<file path="src/core/sfdpt_pkg.sv">
/*
  Constants, field layouts and decode helpers for the read-only
  parameter table block (timing and suspend words).
  Assumes an APB slave consumes it; no clock or reset lives here.
*/
//==============================================================
// Contract
// - chip-erase count 1, 3 or 6 per density
// - chip-erase unit field reads 11b
// - both byte-program time fields read all ones
// - page program 64 us unit, count 00111
// - page size field encodes 256 bytes
// - max page program multiplier reads 0010b
// - suspend/resume support bit 31 reads 0
// - erase suspend latency 8 us unit, count 01001b
// - program suspend latency 8 us unit, count 01001b
// - reserved bit 8 of word twelve reads 1
package sfdpt_pkg;

  // ============================================================
  // register map (byte addresses, one word each)
  localparam logic [11:0] ADDR_WORD11 = 12'h000;
  localparam logic [11:0] ADDR_WORD12 = 12'h004;
  localparam logic [11:0] ADDR_CTRL = 12'h008;
  localparam int CTRL_DENS_LSB = 0;
  localparam int CTRL_WFLAG_BIT = 8;

  // ============================================================
  // density selection
  typedef enum logic [1:0] {
    SFDPT_256M,
    SFDPT_512M,
    SFDPT_1G
  } sfdpt_density_t;
  localparam sfdpt_density_t DENS_RST = SFDPT_256M;

  // ============================================================
  // field values
  localparam logic [4:0] CE_CNT_256M = 5'h01;
  localparam logic [4:0] CE_CNT_512M = 5'h03;
  localparam logic [4:0] CE_CNT_1G = 5'h06;
  localparam logic [1:0] CE_UNIT = 2'h3;
  localparam logic [4:0] BP_UNSPEC = 5'h1F;
  localparam logic PP_UNIT_64US = 1'b1;
  localparam logic [4:0] PP_CNT = 5'h07;
  localparam logic [3:0] PAGE_LOG2 = 4'h8;
  localparam logic [3:0] PP_MAX_MULT = 4'h2;
  localparam logic SUSP_SUPPORT = 1'b0;
  localparam logic [1:0] LAT_UNIT_8US = 2'h2;
  localparam logic [4:0] LAT_CNT = 5'h09;
  localparam logic [3:0] GAP_CNT = 4'h1;
  localparam logic RSV_ONE = 1'b1;
  localparam logic [3:0] ERS_FORBID = 4'hE;
  localparam logic [3:0] PRG_FORBID = 4'hC;

  // ============================================================
  // timing, printed figures and derived cycle counts at pclk
  localparam int CLK_NS = 100;
  localparam int PP_TYP_US = 512;
  localparam int SUSP_LAT_US = 80;
  localparam int GAP_US = 128;
  localparam int GAP_UNIT_US = 64;
  // a longest time rounds down, a least time rounds up
  localparam int SUSP_LAT_CYC = (SUSP_LAT_US * 1000) / CLK_NS;
  localparam int GAP_CYC = (GAP_US * 1000 + CLK_NS - 1) / CLK_NS;

  typedef struct packed {
    logic rsv31;
    logic [1:0] ce_unit;
    logic [4:0] ce_cnt;
    logic [4:0] bp_more;
    logic [4:0] bp_first;
    logic pp_unit;
    logic [4:0] pp_cnt;
    logic [3:0] page_log2;
    logic [3:0] pp_mult;
  } sfdpt_word11_t;

  typedef struct packed {
    logic susp_ok;
    logic [1:0] ers_lat_unit;
    logic [4:0] ers_lat_cnt;
    logic [3:0] ers_gap;
    logic [1:0] prg_lat_unit;
    logic [4:0] prg_lat_cnt;
    logic [3:0] prg_gap;
    logic rsv8;
    logic [3:0] ers_forbid;
    logic [3:0] prg_forbid;
  } sfdpt_word12_t;

  // suspend latency in ns from unit code and count
  function automatic int sfdpt_lat_ns(input logic [1:0] u,
                                      input logic [4:0] c);
    int unit_ns;
    case (u)
      2'h0: unit_ns = 128;
      2'h1: unit_ns = 1000;
      2'h2: unit_ns = 8000;
      default: unit_ns = 64000;
    endcase
    return (int'(c) + 1) * unit_ns;
  endfunction

  // page program typical time in us
  function automatic int sfdpt_pp_us(input logic u,
                                     input logic [4:0] c);
    return (int'(c) + 1) * (u ? 64 : 8);
  endfunction

endpackage

</file>
<file path="src/core/sfdpt_table.sv">
/*
  APB slave presenting the timing/suspend parameter words and a
  density select register.
  Assumes a single pclk domain and an APB master on the same clock.
*/
// The APB slave port and the register addresses were chosen for this implementation.
`timescale 1ns/10ps
module sfdpt_table (
  input wire logic pclk,
  input wire logic presetn,
  input wire logic psel,
  input wire logic penable,
  input wire logic pwrite,
  input wire logic [11:0] paddr,
  input wire logic [31:0] pwdata,
  input wire logic [3:0] pstrb,
  output logic [31:0] prdata,
  output logic pready,
  output logic pslverr
);

  // ============================================================
  // state
  sfdpt_pkg::sfdpt_density_t density;
  sfdpt_pkg::sfdpt_density_t next_density;
  logic wflag;
  logic next_wflag;
  logic [31:0] next_prdata;
  sfdpt_pkg::sfdpt_word11_t word11;
  sfdpt_pkg::sfdpt_word12_t word12;
  logic setup;
  logic access;
  logic hit_tab;
  logic hit_ctrl;
  logic tab_wr;
  logic [1:0] wdens;

  assign setup = psel && !penable;
  assign access = psel && penable;

  // ============================================================
  // table contents, fixed except for the density count
  always_comb begin
    word11.rsv31 = sfdpt_pkg::RSV_ONE;
    word11.ce_unit = sfdpt_pkg::CE_UNIT;
    case (density)
      sfdpt_pkg::SFDPT_512M: word11.ce_cnt = sfdpt_pkg::CE_CNT_512M;
      sfdpt_pkg::SFDPT_1G: word11.ce_cnt = sfdpt_pkg::CE_CNT_1G;
      default: word11.ce_cnt = sfdpt_pkg::CE_CNT_256M;
    endcase
    word11.bp_more = sfdpt_pkg::BP_UNSPEC;
    word11.bp_first = sfdpt_pkg::BP_UNSPEC;
    word11.pp_unit = sfdpt_pkg::PP_UNIT_64US;
    word11.pp_cnt = sfdpt_pkg::PP_CNT;
    word11.page_log2 = sfdpt_pkg::PAGE_LOG2;
    word11.pp_mult = sfdpt_pkg::PP_MAX_MULT;
  end

  // suspend word never depends on density
  always_comb begin
    word12.susp_ok = sfdpt_pkg::SUSP_SUPPORT;
    word12.ers_lat_unit = sfdpt_pkg::LAT_UNIT_8US;
    word12.ers_lat_cnt = sfdpt_pkg::LAT_CNT;
    word12.ers_gap = sfdpt_pkg::GAP_CNT;
    word12.prg_lat_unit = sfdpt_pkg::LAT_UNIT_8US;
    word12.prg_lat_cnt = sfdpt_pkg::LAT_CNT;
    word12.prg_gap = sfdpt_pkg::GAP_CNT;
    word12.rsv8 = sfdpt_pkg::RSV_ONE;
    word12.ers_forbid = sfdpt_pkg::ERS_FORBID;
    word12.prg_forbid = sfdpt_pkg::PRG_FORBID;
  end

  // ============================================================
  // address decode
  always_comb begin
    hit_tab = 1'b0;
    hit_ctrl = 1'b0;
    if (paddr == sfdpt_pkg::ADDR_WORD11) begin
      hit_tab = 1'b1;
    end else if (paddr == sfdpt_pkg::ADDR_WORD12) begin
      hit_tab = 1'b1;
    end else if (paddr == sfdpt_pkg::ADDR_CTRL) begin
      hit_ctrl = 1'b1;
    end
  end

  // zero wait states; table writes and unmapped hits report error
  assign pready = 1'b1;
  assign pslverr = access && (!(hit_tab || hit_ctrl) ||
                              (pwrite && hit_tab));
  assign tab_wr = access && pwrite && hit_tab;
  assign wdens = pwdata[sfdpt_pkg::CTRL_DENS_LSB +: 2];

  // ============================================================
  // next values; read data is loaded in setup so it is a flop
  always_comb begin
    next_density = density;
    next_wflag = wflag;
    next_prdata = prdata;
    // density code 3 is not a part, so such a write is dropped
    if (access && pwrite && hit_ctrl && pstrb[0] &&
        wdens != 2'h3) begin
      next_density = sfdpt_pkg::sfdpt_density_t'(wdens);
    end
    // sticky flag: write one clears, a new attempt wins
    if (access && pwrite && hit_ctrl && pstrb[1] &&
        pwdata[sfdpt_pkg::CTRL_WFLAG_BIT]) begin
      next_wflag = 1'b0;
    end
    if (tab_wr) begin
      next_wflag = 1'b1;
    end
    if (setup && !pwrite) begin
      if (paddr == sfdpt_pkg::ADDR_WORD11) begin
        next_prdata = word11;
      end else if (paddr == sfdpt_pkg::ADDR_WORD12) begin
        next_prdata = word12;
      end else if (paddr == sfdpt_pkg::ADDR_CTRL) begin
        next_prdata = 32'h0000_0000;
        next_prdata[sfdpt_pkg::CTRL_DENS_LSB +: 2] = density;
        next_prdata[sfdpt_pkg::CTRL_WFLAG_BIT] = wflag;
      end else begin
        next_prdata = 32'h0000_0000;
      end
    end
  end

  // registers only; table words themselves have no storage
  always_ff @(posedge pclk or negedge presetn) begin
    if (!presetn) begin
      density <= sfdpt_pkg::DENS_RST;
      wflag <= 1'b0;
      prdata <= 32'h0000_0000;
    end else begin
      density <= next_density;
      wflag <= next_wflag;
      prdata <= next_prdata;
    end
  end

  // ============================================================
  // checks on read data returned in the access phase, on table write refusal and on density hold
  logic rd11;
  logic rd12;
  assign rd11 = access && !pwrite && paddr == sfdpt_pkg::ADDR_WORD11;
  assign rd12 = access && !pwrite && paddr == sfdpt_pkg::ADDR_WORD12;

  a_ce_count: assert property (
    @(posedge pclk) disable iff (!presetn)
    rd11 |-> prdata[28:24] == (density == sfdpt_pkg::SFDPT_1G ? 5'h06 :
      density == sfdpt_pkg::SFDPT_512M ? 5'h03 : 5'h01))
    else $error("chip erase count wrong for density");

  a_ce_unit: assert property (
    @(posedge pclk) disable iff (!presetn)
    rd11 |-> prdata[30:29] == 2'h3)
    else $error("chip erase unit not 11b");

  a_byte_prog: assert property (
    @(posedge pclk) disable iff (!presetn)
    rd11 |-> prdata[23:14] == 10'h3FF)
    else $error("byte program fields not all ones");

  a_page_prog: assert property (
    @(posedge pclk) disable iff (!presetn)
    rd11 |-> sfdpt_pkg::sfdpt_pp_us(prdata[13], prdata[12:8]) ==
      sfdpt_pkg::PP_TYP_US)
    else $error("page program time not 512 us");

  a_page_size: assert property (
    @(posedge pclk) disable iff (!presetn)
    rd11 |-> (32'h1 << prdata[7:4]) == 32'h100)
    else $error("page size not 256 bytes");

  a_max_mult: assert property (
    @(posedge pclk) disable iff (!presetn)
    rd11 |-> prdata[3:0] == 4'h2)
    else $error("max program multiplier not 0010b");

  a_susp_bit: assert property (
    @(posedge pclk) disable iff (!presetn)
    rd12 |-> !prdata[31])
    else $error("suspend support bit not zero");

  a_erase_lat: assert property (
    @(posedge pclk) disable iff (!presetn)
    rd12 |-> sfdpt_pkg::sfdpt_lat_ns(prdata[30:29], prdata[28:24])
      == sfdpt_pkg::SUSP_LAT_US * 1000)
    else $error("erase suspend latency not 80 us");

  a_prog_lat: assert property (
    @(posedge pclk) disable iff (!presetn)
    rd12 |-> sfdpt_pkg::sfdpt_lat_ns(prdata[19:18], prdata[17:13])
      == sfdpt_pkg::SUSP_LAT_US * 1000 &&
      (int'(prdata[23:20]) + 1) * sfdpt_pkg::GAP_UNIT_US ==
      sfdpt_pkg::GAP_US &&
      (int'(prdata[12:9]) + 1) * sfdpt_pkg::GAP_UNIT_US ==
      sfdpt_pkg::GAP_US)
    else $error("program latency or resume gap wrong");

  a_rsv_bit: assert property (
    @(posedge pclk) disable iff (!presetn)
    rd12 |-> prdata[8] && prdata[7:0] == 8'hEC)
    else $error("reserved bit or restriction fields wrong");

  a_table_ro: assert property (
    @(posedge pclk) disable iff (!presetn)
    tab_wr |-> pslverr ##1 ($stable(density) && wflag))
    else $error("table write was not refused");

  a_dens_hold: assert property (
    @(posedge pclk) disable iff (!presetn)
    !(access && pwrite && hit_ctrl) |=> $stable(density))
    else $error("density changed without a control write");

  // ============================================================
  // bus behaviour: ready, error response and read data timing
  logic ctrl_wr;
  logic rd_setup;
  logic unmapped;
  assign ctrl_wr = access && pwrite && hit_ctrl;
  assign rd_setup = setup && !pwrite;
  assign unmapped = !(hit_tab || hit_ctrl);

  // ready is tied high, so a master never waits
  a_ready_high: assert property (
    @(posedge pclk) disable iff (!presetn)
    pready)
    else $error("ready dropped although no wait states exist");

  // error is only meaningful while the access phase stands
  a_err_access: assert property (
    @(posedge pclk) disable iff (!presetn)
    pslverr |-> access)
    else $error("error response outside the access phase");

  a_unmap_err: assert property (
    @(posedge pclk) disable iff (!presetn)
    access && unmapped |-> pslverr)
    else $error("unmapped access not refused");

  // legal accesses must never be refused, or software retries forever
  a_ctrl_ok: assert property (
    @(posedge pclk) disable iff (!presetn)
    access && hit_ctrl |-> !pslverr)
    else $error("control access refused");

  a_tab_read_ok: assert property (
    @(posedge pclk) disable iff (!presetn)
    access && !pwrite && hit_tab |-> !pslverr)
    else $error("table read refused");

  // read data is loaded in setup, so check it one edge later
  a_unmap_data: assert property (
    @(posedge pclk) disable iff (!presetn)
    rd_setup && unmapped |=> prdata == 32'h0000_0000)
    else $error("unmapped read data not zero");

  a_ctrl_data: assert property (
    @(posedge pclk) disable iff (!presetn)
    rd_setup && hit_ctrl |=>
      prdata[sfdpt_pkg::CTRL_DENS_LSB +: 2] == density &&
      prdata[sfdpt_pkg::CTRL_WFLAG_BIT] == wflag &&
      prdata[31:9] == 23'h00_0000 && prdata[7:2] == 6'h00)
    else $error("control read data wrong");

  // read data stands until the next read setup cycle
  a_rd_hold: assert property (
    @(posedge pclk) disable iff (!presetn)
    !rd_setup |=> $stable(prdata))
    else $error("read data changed outside a read setup");

  // ============================================================
  // control register: density select and sticky write flag
  // every refused table write must leave a trace for software
  a_flag_set: assert property (
    @(posedge pclk) disable iff (!presetn)
    tab_wr |=> wflag)
    else $error("table write attempt not flagged");

  a_flag_clear: assert property (
    @(posedge pclk) disable iff (!presetn)
    ctrl_wr && pstrb[1] && pwdata[sfdpt_pkg::CTRL_WFLAG_BIT]
      |=> !wflag)
    else $error("write one did not clear the flag");

  a_flag_hold: assert property (
    @(posedge pclk) disable iff (!presetn)
    !(ctrl_wr || tab_wr) |=> $stable(wflag))
    else $error("flag changed without a write");

  a_dens_write: assert property (
    @(posedge pclk) disable iff (!presetn)
    ctrl_wr && pstrb[0] && wdens != 2'h3 |=> density == $past(wdens))
    else $error("density write did not land");

  // an unusable code must not leave the count field undefined
  a_dens_code3: assert property (
    @(posedge pclk) disable iff (!presetn)
    ctrl_wr && (!pstrb[0] || wdens == 2'h3) |=> $stable(density))
    else $error("density moved on a dropped write");

  a_dens_legal: assert property (
    @(posedge pclk) disable iff (!presetn)
    density inside {sfdpt_pkg::SFDPT_256M, sfdpt_pkg::SFDPT_512M,
      sfdpt_pkg::SFDPT_1G})
    else $error("density holds a code that names no part");

endmodule

</file>
<file path="config.mk">
export PLATFORM = sky130hd
export DESIGN_NAME = sfdpt_table
export DESIGN_NICKNAME = d
export VERILOG_FILES = /design/src/core/sfdpt_pkg.sv /design/src/core/sfdpt_table.sv
export SDC_FILE = /design/constraint.sdc
export NUM_CORES = 1
export LEC_CHECK = 0
export ABC_AREA = 1
export BUFFER_PORTS_ARGS = -buffer_cell sky130_fd_sc_hd__buf_2
export CAP_MARGIN = 20
export CORE_UTILIZATION = 35
export DETAILED_ROUTE_END_ITERATION = 8
export PLACE_DENSITY = 0.77
export SLEW_MARGIN = 0
export SYNTH_ARGS = -nofsm -noshare
export SYNTH_HDL_FRONTEND = slang
export SYNTH_SLANG_ARGS = --single-unit
</file>
<file path="constraint.sdc">
create_clock -name pclk -period 1.3 [get_ports pclk]
set_clock_uncertainty 0.05 [all_clocks]
set_input_delay 0.13 -clock pclk [delete_from_list [all_inputs] [get_ports pclk]]
set_output_delay 0.13 -clock pclk [all_outputs]
set_load 0.02 [all_outputs]
</file>
==> flow_summary.yaml <==
status:
  status: "completed"
floorplanning:
  die_h_um: 52.13
  io_pins: 87
  fp.coreArea_um2: 2297
  fp.dieW_um: 52.13
  fp-row-count: 17
  floorplan.initialDensity: 0.3829
  die-area_um2: 2718
cts:
  cts_inserted_buffers: 3
  cts_max_level: 1
  clkSinkCount: 12
  clkSlewWorstSetupHoldPaths_ps: 70
  cts-root-buf: "clkbuf_4"
  ctsLongestPathBuffers: 2
  tritoncts: "done"
  insertion_delay_ps: 280
pwr:
  irDropWorstVdd_mv: 0.3309
  p_per_area_nw_per_um2: 728.9
  p_total_mw: 0.7770
  leakage_nw: 0.6465
detailed_routing:
  via_per_inst: 4.545
  wl_met2_um: 913
  initialDrtViolationCount: 5
  routed-via-count: 800
  firstDrtPassIters: 4
  drc: 0
  ant_nets: 0
  wl_per_cell_um: 10.13
  routed-wl-met3_um: 118
  met1Wirelength_um: 684
  top_layer_used: "met4"
  wirelength_mm: 1.783
place:
  hpwlAfterDp_mm: 1.411
  place_ws_ps: 46.30
  port_buffers: 50
  placed_cell_area_um2: 1007
  globalplace.congestion: 0.7695
synthesis:
  yosys.area.top_type: "dfrtp_1"
  syn-cell-area_um2: 879.6
  syn_area_per_cell_um2: 7.924
  synth_commonest_cells: "30 x nand2_1, 24 x buf_4, 12 x dfrtp_1"
  yosys.cell_types.count: 21
  yosys_warnings: 0
  synth-async-reset-ratio: 1.000
  synth_seq_area_share: 0.3414
  ys_top_cells_by_area: "dfrtp_1 34%, buf_4 20%, nand2_1 13%"
  yosys_most_used_dff: "dfrtp_1"
  ys_ff_latch: 12
  synth_edf_count: 0
  synth_cells: 111
  synth_top_area_frac: 0.3414
  synth_most_common_cell: "nand2_1"
sta:
  tns_ps: 0
  fin_ws_ps: 71.11
  fin_crit_ps: 1229
  setup_viol: 0
  hold_slack_ps: 14.64
  post-route-period-util: 0.9453
  hold_viol: 0
  drv_slew: 0
  rsz0062_at_grt: "false"
  fmax_ghz: 0.8137
setup_path:
  r2r_setup_slack_ps: 330
  cp-start-kind: "input pin"
  arrival_ps: 1050
  critPathKind: "input pin to output port"
  required_ps: 1120
  crit_fanout: 4
  critPathCaptureType: "output port"
final_layout:
  num-nets-final: 203
  final_cell_area_um2: 1066
  drive_gt1_frac: 0.5000
  antenna-diode-count: 0
  syn2layout_area_growth_pct: 21.19
job:
  cap_violations: 0
global_route:
  grt_overflow: 0
  grt_pass1_wl_mm: 2.760
  grt_pass1_vias: 645
  grt_max_degree: 13
  grt_usage: 0.1434
  antenna_found_initial: 0
worst_hold_path:
  hp-class: "input pin to register"
-- layout make-up --
type | instances | area [um2]
Fill cell | 225 | 1231
Inverter | 9 | 33.78
Clock buffer | 4 | 36.28
Timing Repair Buffer | 55 | 290.3
Sequential cell | 12 | 300.3
Multi-Input combinational cell | 68 | 370.4
Tap cell | 28 | 35.03
-- critical path: stages --
cell	delay (ps)
buf_2	90
nor2_1	140
nand2_1	120
nor2_4	150
nand2_1	90
nand2_2	110
a21oi_1	60
buf_2	150
-- state kept, by name (all words and copies together), names as in the netlist --
| name | count |
|---|---|
| prdata | 9 |
| wflag | 1 |
| density | 2 |
-- where the power goes --
| group | internal, mW | switching (mW) |
|---|---|---|
| Sequential | 0.373 | 0.000226 |
| Clock | 0.170 | 0.126 |
| Combinational | 0.0401 | 0.0666 |
-- logic make-up after synthesis --
| family | Yosys count | synth area share |
|---|---|---|
| AND/OR/NAND/NOR | 57 | 0.3485 |
| other | 2 | 0.008538 |
| AO/OA/AOI/OAI | 5 | 0.03129 |
| buffers and inverters | 34 | 0.2560 |
| flip-flops | 12 | 0.3414 |
| adder cells (fa/ha/maj) | 1 | 0.01422 |
-- metrics by stage --
stage	util	std cells
floorplan	-	114
global placement	0.4385	170
detailed placement	0.4385	170
CTS	0.4586	175
global route	0.4641	176
finish	0.4641	176
-- what timing repair did --
item | 4_1_cts | 5_1_grt
hold buffers | 1 | 0
setup buffers | 0 | 1
hold endpoints to repair | 12 | 0
gates resized for setup | 0 | 1
endpoints found under the setup margin | 0 | 1
-- cells in the final DEF (no fill, tap or decap), drive strengths merged, types with 2 or more instances in the layout --
cell type / count
buf: 54
clkbuf: 4
conb: 5
dfrtp: 12
inv: 9
nand2: 33
nand3: 7
nand4: 5
nor2: 10
nor3: 2
o21ai: 3
-- metal layers --
metal,global-route usage,vias to the layer above
met4,0.1009,0
met3,0.03801,9
met1,0.1556,360
met2,0.2393,40
met5,0,-
li1,-,391
-- worst paths after layout --
kind / from / to / cells after the start
worst max-delay path: paddr[7] / pslverr / 8
worst min-delay path: pwdata[1] / density[1] / 3
min in group asynchronous: presetn / prdata[26] / 2
max in group asynchronous: presetn / density[1] / 2
worst min register to register: wflag / wflag / 2
worst max register to register: density[0] / prdata[24] / 5
(Power assumes the default switching activity.)
